===== src/inc/tpi_pkg.sv =====
// constants and carriers for the timer pin initialization block
// Summary of operation
// io control write in normal, pwm one, pwm two or phase mode drives selected initial levels
// pwm mode one leaves b and d side pins alone on io write
// pwm mode two leaves the cycle register pin alone on io write
// normal or pwm two: buffering c or d blocks init of that pin
// pwm mode one: any c or d buffering blocks init of the c pin
// software clears buffering, initializes, then restores buffering
// before complementary or reset-sync pwm, software initializes in normal mode
// software writes level control, then mode, then master enable
// after reset outputs are low and mode is normal
// software enables channel 3 and 4 output before io init
// compare match with low action drives the pin low
// on error software hands pins to ports, then stops counting
// recovery: set mode, init via io, return pins, restart counting
// pwm mode two exists on channels 0 to 2 only
// phase counting exists on channels 1 and 2 only
// normal to complementary: init, disable io section, outputs off, program, enable
// pwm one to complementary: go normal first, then init and disable
// reset-sync pwm: level, mode, enable outputs, pins back, restart
// io write applies initial level at once, without a compare match
package tpi_pkg;
  localparam int NCH  = 5;
  localparam int NPIN = 4;
  localparam int NMOE = 2;
  localparam int MOE_FIRST_CH = 3;
  localparam int PWM_MODE_TWO_LAST_CH = 2;
  localparam int PHASE_FIRST_CH = 1;
  localparam int PHASE_LAST_CH  = 2;
  localparam int PIN_C = 2;
  localparam int PIN_D = 3;
  // mode codes
  localparam logic [2:0] MD_NORMAL = 3'h0;
  localparam logic [2:0] MD_PWM_MODE_ONE   = 3'h2;
  localparam logic [2:0] MD_PWM_MODE_TWO   = 3'h3;
  localparam logic [2:0] MD_PHASE  = 3'h4;
  localparam logic [2:0] MD_COMPLEMENTARY_PWM_MODE   = 3'h5;
  localparam logic [2:0] MD_RESET_SYNC_PWM_MODE   = 3'h6;
  // compare actions
  localparam logic [1:0] ACT_HOLD   = 2'h0;
  localparam logic [1:0] ACT_LOW    = 2'h1;
  localparam logic [1:0] ACT_HIGH   = 2'h2;
  localparam logic [1:0] ACT_TOGGLE = 2'h3;
  // register map
  localparam logic [7:0] OFS_MODE  = 8'h00;
  localparam logic [7:0] OFS_IO    = 8'h04;
  localparam logic [7:0] OFS_START = 8'h50;
  localparam logic [7:0] OFS_MOE   = 8'h54;
  localparam logic [7:0] OFS_OLC   = 8'h58;
  localparam logic [7:0] OFS_PINS  = 8'h5c;
  localparam int CH_SHIFT = 4;
  localparam logic [3:0] CH_SUB_MASK = 4'hf;
  localparam logic [7:0] OLC_RST = 8'h00;
  typedef struct packed {
    logic [1:0] cyc_sel;
    logic       buf_d;
    logic       buf_c;
    logic [2:0] mode;
  } tpi_mode_t;
  typedef struct packed {
    logic [1:0] act;
    logic       init_hi;
    logic       out_en;
  } tpi_pin_io_t;
  typedef tpi_pin_io_t [NPIN-1:0] tpi_io_t;
  localparam tpi_mode_t MODE_RST = '{cyc_sel: 2'h0, buf_d: 1'b0, buf_c: 1'b0, mode: MD_NORMAL};
  localparam tpi_io_t   IO_RST   = '0;
endpackage


===== src/rtl/tpi_pin_unit.sv =====
// per-channel next pin level: io-write initialization and compare actions
`timescale 1ns/1ps
`default_nettype none
module tpi_pin_unit (
  // channel setup
  input  wire tpi_pkg::tpi_mode_t mode_i,
  input  wire tpi_pkg::tpi_io_t   io_i,
  input  wire logic               io_wr_i,
  input  wire logic               gate_i,
  // counting
  input  wire logic               run_i,
  input  wire logic [3:0]         match_i,
  // levels
  input  wire logic [3:0]         lvl_i,
  output logic      [3:0]         next_lvl_o
);
  logic init_mode;
  logic pwm_mode_one;
  logic pwm_mode_two;
  logic [3:0] blocked;

  always_comb begin
    pwm_mode_one = (mode_i.mode == tpi_pkg::MD_PWM_MODE_ONE);
    pwm_mode_two = (mode_i.mode == tpi_pkg::MD_PWM_MODE_TWO);
    // io-controlled modes
    init_mode = (mode_i.mode == tpi_pkg::MD_NORMAL) || pwm_mode_one || pwm_mode_two ||
                (mode_i.mode == tpi_pkg::MD_PHASE);
    blocked = 4'h0;
    for (int p = 0; p < tpi_pkg::NPIN; p++) begin
      // b and d sides idle
      if (pwm_mode_one && p[0]) begin
        blocked[p] = 1'b1;
      end
      // cycle register pin
      if (pwm_mode_two && (p[1:0] == mode_i.cyc_sel)) begin
        blocked[p] = 1'b1;
      end
    end
    // buffer pins in normal or pwm two
    if (!pwm_mode_one) begin
      blocked[tpi_pkg::PIN_C] = blocked[tpi_pkg::PIN_C] | mode_i.buf_c;
      blocked[tpi_pkg::PIN_D] = blocked[tpi_pkg::PIN_D] | mode_i.buf_d;
    end else begin
      // either buffer blocks c
      blocked[tpi_pkg::PIN_C] = blocked[tpi_pkg::PIN_C] | mode_i.buf_c | mode_i.buf_d;
    end
    next_lvl_o = lvl_i;
    for (int p = 0; p < tpi_pkg::NPIN; p++) begin
      if (gate_i && init_mode && io_i[p].out_en) begin
        if (io_wr_i) begin
          // immediate initial level
          if (!blocked[p]) begin
            next_lvl_o[p] = io_i[p].init_hi;
          end
        end else if (run_i && match_i[p] && !(pwm_mode_one && p[0])) begin
          // compare action
          unique case (io_i[p].act)
            tpi_pkg::ACT_HOLD:   next_lvl_o[p] = lvl_i[p];
            tpi_pkg::ACT_LOW:    next_lvl_o[p] = 1'b0;
            tpi_pkg::ACT_HIGH:   next_lvl_o[p] = 1'b1;
            tpi_pkg::ACT_TOGGLE: next_lvl_o[p] = ~lvl_i[p];
          endcase
        end
      end
    end
  end
endmodule
`default_nettype wire


===== src/rtl/tpi_top.sv =====
// timer pin initialization and mode control with wishbone register slave
`timescale 1ns/1ps
`default_nettype none
module tpi_top (
  // clock and reset
  input  wire logic        clk_i,
  input  wire logic        rst_i,
  // wishbone slave
  input  wire logic        cyc_i,
  input  wire logic        stb_i,
  input  wire logic        we_i,
  input  wire logic [7:0]  adr_i,
  input  wire logic [3:0]  sel_i,
  input  wire logic [31:0] dat_i,
  output logic      [31:0] dat_o,
  output logic             ack_o,
  // compare events, one pulse per pin, pin index ch*4+p
  input  wire logic [19:0] match_i,
  // timer pins toward the pin function controller
  output logic      [19:0] pin_lvl_o,
  output logic      [19:0] pin_drv_o,
  output logic      [4:0]  run_o
);
  typedef struct packed {
    logic                                    ack;
    logic [31:0]                             dat;
    tpi_pkg::tpi_mode_t [tpi_pkg::NCH-1:0]   mode;
    tpi_pkg::tpi_io_t   [tpi_pkg::NCH-1:0]   io;
    logic [tpi_pkg::NCH-1:0]                 start;
    logic [tpi_pkg::NMOE-1:0]                moe;
    logic [7:0]                              olc;
    logic [19:0]                             lvl;
    logic [19:0]                             drv;
  } tpi_state_t;

  tpi_state_t st;
  tpi_state_t next_st;
  logic       req;
  logic       wr;
  logic [2:0] ch;
  logic [3:0] sub;
  logic [tpi_pkg::NCH-1:0] io_wr;
  logic [tpi_pkg::NCH-1:0] gate;
  logic [19:0] next_lvl;

  // byte-lane merge of write data
  function automatic logic [31:0] merge(input logic [31:0] old_v, input logic [31:0] new_v,
                                        input logic [3:0] sel);
    logic [31:0] r;
    r = old_v;
    for (int b = 0; b < 4; b++) begin
      if (sel[b]) begin
        r[b*8 +: 8] = new_v[b*8 +: 8];
      end
    end
    return r;
  endfunction

  // channel limits of the special modes
  function automatic logic mode_ok(input int c, input logic [2:0] m);
    logic ok;
    ok = 1'b1;
    // pwm two channels
    if (m == tpi_pkg::MD_PWM_MODE_TWO) begin
      ok = (c <= tpi_pkg::PWM_MODE_TWO_LAST_CH);
    end
    // phase counting channels
    if (m == tpi_pkg::MD_PHASE) begin
      ok = (c >= tpi_pkg::PHASE_FIRST_CH) && (c <= tpi_pkg::PHASE_LAST_CH);
    end
    return ok;
  endfunction

  // output master enable only covers the upper channels
  function automatic logic gated(input int c, input logic [tpi_pkg::NMOE-1:0] moe);
    logic g;
    g = 1'b1;
    if (c >= tpi_pkg::MOE_FIRST_CH) begin
      g = moe[c - tpi_pkg::MOE_FIRST_CH];
    end
    return g;
  endfunction

  // slot decode inside one channel window, shared by the strobe and the register mux
  function automatic logic slot_hit(input logic [3:0] s, input logic [7:0] ofs);
    return {4'h0, s} == ofs;
  endfunction

  always_comb begin
    req = cyc_i && stb_i && !st.ack;
    wr  = req && we_i;
    ch  = adr_i[6:4];
    sub = adr_i[3:0] & tpi_pkg::CH_SUB_MASK;
    for (int c = 0; c < tpi_pkg::NCH; c++) begin
      io_wr[c] = wr && (ch == 3'(c)) && (adr_i < tpi_pkg::OFS_START) &&
                 slot_hit(sub, tpi_pkg::OFS_IO);
      // upper channels need master enable
      gate[c] = gated(c, st.moe);
    end
  end

  for (genvar g = 0; g < tpi_pkg::NCH; g++) begin : g_ch
    tpi_pin_unit u_pin (
      .mode_i     (st.mode[g]),
      .io_i       (io_wr[g] ? tpi_pkg::tpi_io_t'(merge({16'h0, st.io[g]}, dat_i, sel_i)) :
                              st.io[g]),
      .io_wr_i    (io_wr[g]),
      .gate_i     (gate[g]),
      .run_i      (st.start[g]),
      .match_i    (match_i[g*4 +: 4]),
      .lvl_i      (st.lvl[g*4 +: 4]),
      .next_lvl_o (next_lvl[g*4 +: 4])
    );
  end

  always_comb begin
    logic [31:0] rd;
    logic [31:0] mw;
    rd = 32'h0;
    mw = 32'h0;
    next_st = st;
    next_st.ack = req;
    next_st.lvl = next_lvl;
    if (adr_i < tpi_pkg::OFS_START) begin
      if (ch < 3'(tpi_pkg::NCH)) begin
        if (slot_hit(sub, tpi_pkg::OFS_MODE)) begin
          rd = {25'h0, st.mode[ch]};
          mw = merge(rd, dat_i, sel_i);
          if (wr && mode_ok(int'(ch), mw[2:0])) begin
            next_st.mode[ch] = tpi_pkg::tpi_mode_t'(mw[6:0]);
          end
        end else if (slot_hit(sub, tpi_pkg::OFS_IO)) begin
          rd = {16'h0, st.io[ch]};
          mw = merge(rd, dat_i, sel_i);
          if (wr) begin
            next_st.io[ch] = tpi_pkg::tpi_io_t'(mw[15:0]);
          end
        end
      end
    end else begin
      unique case (adr_i)
        tpi_pkg::OFS_START: begin
          rd = {27'h0, st.start};
          mw = merge(rd, dat_i, sel_i);
          if (wr) begin
            next_st.start = mw[4:0];
          end
        end
        tpi_pkg::OFS_MOE: begin
          rd = {30'h0, st.moe};
          mw = merge(rd, dat_i, sel_i);
          if (wr) begin
            next_st.moe = mw[1:0];
          end
        end
        tpi_pkg::OFS_OLC: begin
          rd = {24'h0, st.olc};
          mw = merge(rd, dat_i, sel_i);
          if (wr) begin
            next_st.olc = mw[7:0];
          end
        end
        tpi_pkg::OFS_PINS: rd = {12'h0, st.lvl};
        default: rd = 32'h0;
      endcase
    end
    next_st.dat = req ? rd : st.dat;
    // drive enable follows io setup and master enable
    for (int c = 0; c < tpi_pkg::NCH; c++) begin
      for (int p = 0; p < tpi_pkg::NPIN; p++) begin
        next_st.drv[c*4+p] = next_st.io[c][p].out_en && gated(c, next_st.moe);
      end
    end
  end

  // outputs low, normal mode at reset
  always_ff @(posedge clk_i or posedge rst_i) begin
    if (rst_i) begin
      st.ack   <= 1'b0;
      st.dat   <= 32'h0;
      st.mode  <= {tpi_pkg::NCH{tpi_pkg::MODE_RST}};
      st.io    <= {tpi_pkg::NCH{tpi_pkg::IO_RST}};
      st.start <= 5'h0;
      st.moe   <= 2'h0;
      st.olc   <= tpi_pkg::OLC_RST;
      st.lvl   <= 20'h0;
      st.drv   <= 20'h0;
    end else begin
      st <= next_st;
    end
  end

  assign dat_o     = st.dat;
  assign ack_o     = st.ack;
  assign pin_lvl_o = st.lvl;
  assign pin_drv_o = st.drv;
  assign run_o     = st.start;
endmodule
`default_nettype wire


===== config.mk =====
export PLATFORM = sky130hd
export DESIGN_NAME = tpi_top
export DESIGN_NICKNAME = d
export VERILOG_FILES = /design/src/inc/tpi_pkg.sv /design/src/rtl/tpi_pin_unit.sv /design/src/rtl/tpi_top.sv
export SDC_FILE = /design/constraint.sdc
export NUM_CORES = 1
export LEC_CHECK = 0
export BUFFER_PORTS_ARGS = -buffer_cell sky130_fd_sc_hd__buf_4
export CAP_MARGIN = 10
export CORE_MARGIN = 2
export CORE_UTILIZATION = 37
export CTS_BUF_LIST = sky130_fd_sc_hd__clkbuf_8
export DETAILED_ROUTE_END_ITERATION = 16
export PLACE_DENSITY = 0.63
export RECOVER_POWER = 25
export SLEW_MARGIN = 20
export SYNTH_ARGS = -nofsm -noshare
export SYNTH_HDL_FRONTEND = slang
export SYNTH_SLANG_ARGS = --single-unit

===== constraint.sdc =====
create_clock -name clk_i -period 7.8 [get_ports clk_i]
set_clock_uncertainty 0.15 [all_clocks]
set_input_delay 2.34 -clock clk_i [delete_from_list [all_inputs] [get_ports clk_i]]
set_output_delay 2.34 -clock clk_i [all_outputs]
set_load 0.03 [all_outputs]

==> out/qor.yml <==
multi_input_area_um2: 4905
status: "finished with violations"
vias_per_cell: 5.991
synthToLayoutAreaGrowth_pct: 9.773
drt_drc_violations_left: 0
grt_antenna_before_repair: 1
required_ps: 8020
grt_first_pass_wirelength_um: 51320
clk_latency_ps: 480
clock-root-buffer: "clkbuf_8"
syn_area_um2: 10220
drive_gt1_share_pct: 26.17
pwr-share-clk_pct: 38.1
grt_use_total_pct: 24.23
setup-tns-final_ps: 0
final_non_filler_cells: 1388
post_cts_buffers: 0
worst_r2r_endpoint: "pin_lvl_o[12]"
switching_pwr_uw: 458.8
route.final.wire_length_um: 34550
post_synth.cell_area_avg_um2: 10.13
cp-startpoint: "adr_i[7]"
max_slew_margin_pct: -143.4
clockBufferDepth: 2
clock.fmax_mhz: 191.9
dr.pass1.iters: 6
antenna_violating_nets_post_route: 0
number_of_enable_flip_flop_cells_after_synthesis: 0
netSwitchingFraction_pct: 26.01
final.min_clock_period_ps: 5211
p_seq_share_pct: 53.3
vias: 8315
start_util_pct: 37.80
dpl.cell_count: 1357
antenna-diode-count: 0
ys_dominant_reg_cell: "dfrtp_1"
drt-wirelength-per-cell_um: 24.89
dp_hpwl_um: 25940
finalHoldViolCount: 0
setup_failing_eps_final: 0
synth-seq-area-share_pct: 43.85
gr-total-overflow: 0
endpoint_kind: "register"
grt_pass1_vias: 7813
comb_power_share_pct: 8.6
io-pin-count: 147
cts_repair_resize_count: 0
cts-buffers-inserted: 17
rsz0062_at_grt: "false"
critical_path_arrival_ps: 5430
total_leakage_power_uw: 0.005013
cts_tree: "built"
final_min_period_over_clock_period_pct: 66.81
grt_start_max_net_pins: 82
portBuffers: 116
syn_inst: 1008
failed_checks: "capacitance limit, slew limit"
crit_type: "in2reg"
nFillCells: 2683
placeable_core_area_um2: 27030
layout.nets: 1104
holdCritPathClass: "reg2reg"
pwr_density_cell_nw_per_um2: 157.3
numClockSinks: 179
die_width_um: 170.2
tightestPinTransition_ps: 3631
hold_path_startpoint: "dat_o[19]"
ys_async_sr_fraction_pct: 100.0
reg2reg_from: "ack_o"
internal_power_uw: 1305
std_cell_rows: 60
regToRegSetupSlack_ps: 4360
max_cap_violations: 2
synth-seq-cells: 179
synth_cell_types: 75
postCtsHoldBufs: 0
cts.clk_slew.worst_paths_ps: 100
gpl.final_weighted_congestion: 0.9320
worst-path-max-fanout: 27
die-height_um: 170.2
drv_slew: 119
critPathCapture: "pin_lvl_o[12]"
synth.yosys.warnings: 0
die_area_um2: 28960
htree_levels: 4
dr.first_iter.drc_count: 871
max-vdd-ir-drop_mv: 0.08421
ff_latch_area_um2: 4479
rr_worst_depth: 6
critPathLaunchType: "input pin"
state kept, by name, summed over array words and instances, names as in the netlist:
register,cells
st,111
run_o,5
gate,2
pin_lvl_o,20
pin_drv_o,20
dat_o,20
ack_o,1
cell type report:
cell class / count / share of cell area [%]
Timing Repair Buffer: 122 / 8.167
Inverter: 22 / 0.7475
Sequential cell: 179 / 39.94
Multi-Input combinational cell: 693 / 43.74
Tap cell: 341 / 3.805
Clock buffer: 19 / 2.332
Clock inverter: 12 / 1.272
Yosys cell counts, types with 4 or more instances:
master | number | area share (%)
nor2b_1 | 10 | 0.61
o2111ai_1 | 6 | 0.51
nand4_1 | 13 | 0.80
dfrtp_1 | 179 | 44
nand3_1 | 27 | 1.3
mux4_2 | 19 | 4.2
nor4_1 | 4 | 0.24
a21oi_1 | 33 | 1.6
a211oi_1 | 4 | 0.29
mux2_4 | 5 | 0.73
mux2_1 | 9 | 0.99
a31oi_1 | 9 | 0.55
a32o_1 | 4 | 0.39
a22o_1 | 14 | 1.2
a21boi_0 | 4 | 0.29
buf_2 | 5 | 0.24
nor2_1 | 49 | 1.8
clkbuf_1 | 32 | 1.2
or3_1 | 5 | 0.31
nand2b_1 | 11 | 0.67
o22ai_1 | 4 | 0.24
o211ai_1 | 11 | 0.81
mux2i_1 | 23 | 2.3
buf_1 | 6 | 0.22
o21ai_0 | 78 | 3.8
nand3b_1 | 4 | 0.29
a21o_1 | 4 | 0.29
mux2_2 | 86 | 9.5
nand2_1 | 130 | 4.8
a22oi_1 | 19 | 1.4
nor3_1 | 20 | 0.98
and3_1 | 7 | 0.43
buf_4 | 80 | 5.9
inv_1 | 21 | 0.77
metrics by stage:
step           utilization (%)  power [µW]  hold slack (ps)  worst slack (ps)  instance area [µm²]
2_1_floorplan                -        1050            290.0             451.4                10260
6_report                 41.50        1764            324.2              2589                11210
3_3_place_gp             40.01        1109            303.6              2125                10810
5_1_grt                  41.50        1827            355.7              2211                11210
4_1_cts                  41.51        1770            330.8              2590                11220
3_5_place_dp             40.01        1109            309.0              2106                10810
worst min path at each step:
stage                endpoint  depth (start not counted)
floorplan           dat_o[16]                          2
global placement    dat_o[18]                          2
detailed placement  dat_o[19]                          2
CTS                 dat_o[19]                          2
global route        dat_o[16]                          2
finish              dat_o[19]                          2
power groups by stage:
stage	sequential, µW	clock, µW	combinational [µW]
after floorplan	956	0	94.1
after global placement	958	0	151
after detailed placement	958	0	151
after CTS	940	679	151
after global routing	941	724	162
final	940	671	152
layout by cell type (no fill, tap or decap), types with 10 or more instances in the layout:
master    count
a21oi_1      33
a22o_1       14
a22oi_1      19
buf_4       121
clkbuf_8     19
conb_1       12
dfrtp_1     179
inv_1        24
mux2_2       86
mux2i_1      23
mux4_2       19
nand2_1     130
nand2b_1     11
nand3_1      27
nand4_1      13
nor2_1       49
nor2b_1      10
nor3_1       20
o211ai_1     11
o21ai_0      78
metal layers:
| layer | vias up | GRT usage (%) | routed length (µm) |
|---|---|---|---|
| met5 | - | 0 | 0 |
| met4 | 0 | 6.392 | 782 |
| met3 | 48 | 5.000 | 3053 |
| met2 | 442 | 35.83 | 15140 |
| met1 | 4164 | 35.98 | 15570 |
| li1 | 3661 | - | - |
worst max-delay path: stages:
cell and delay, ps:
buf_4 130, nor3_2 580, and4_1 380, nand3_1 760, or4_1 780, o31ai_1 90, mux2_2 360
cells by family (layout without fill, tap and decap cells):
family	Yosys count	count (layout)	synth area share, %
AND/OR/NAND/NOR	306	306	14.71
AO/OA/AOI/OAI	233	233	15.21
flip-flops	179	179	43.85
buffers and inverters	147	175	8.549
multiplexers	142	142	17.65
other	1	12	0.03671
No activity file was read; power rests on OpenSTA's default activity.
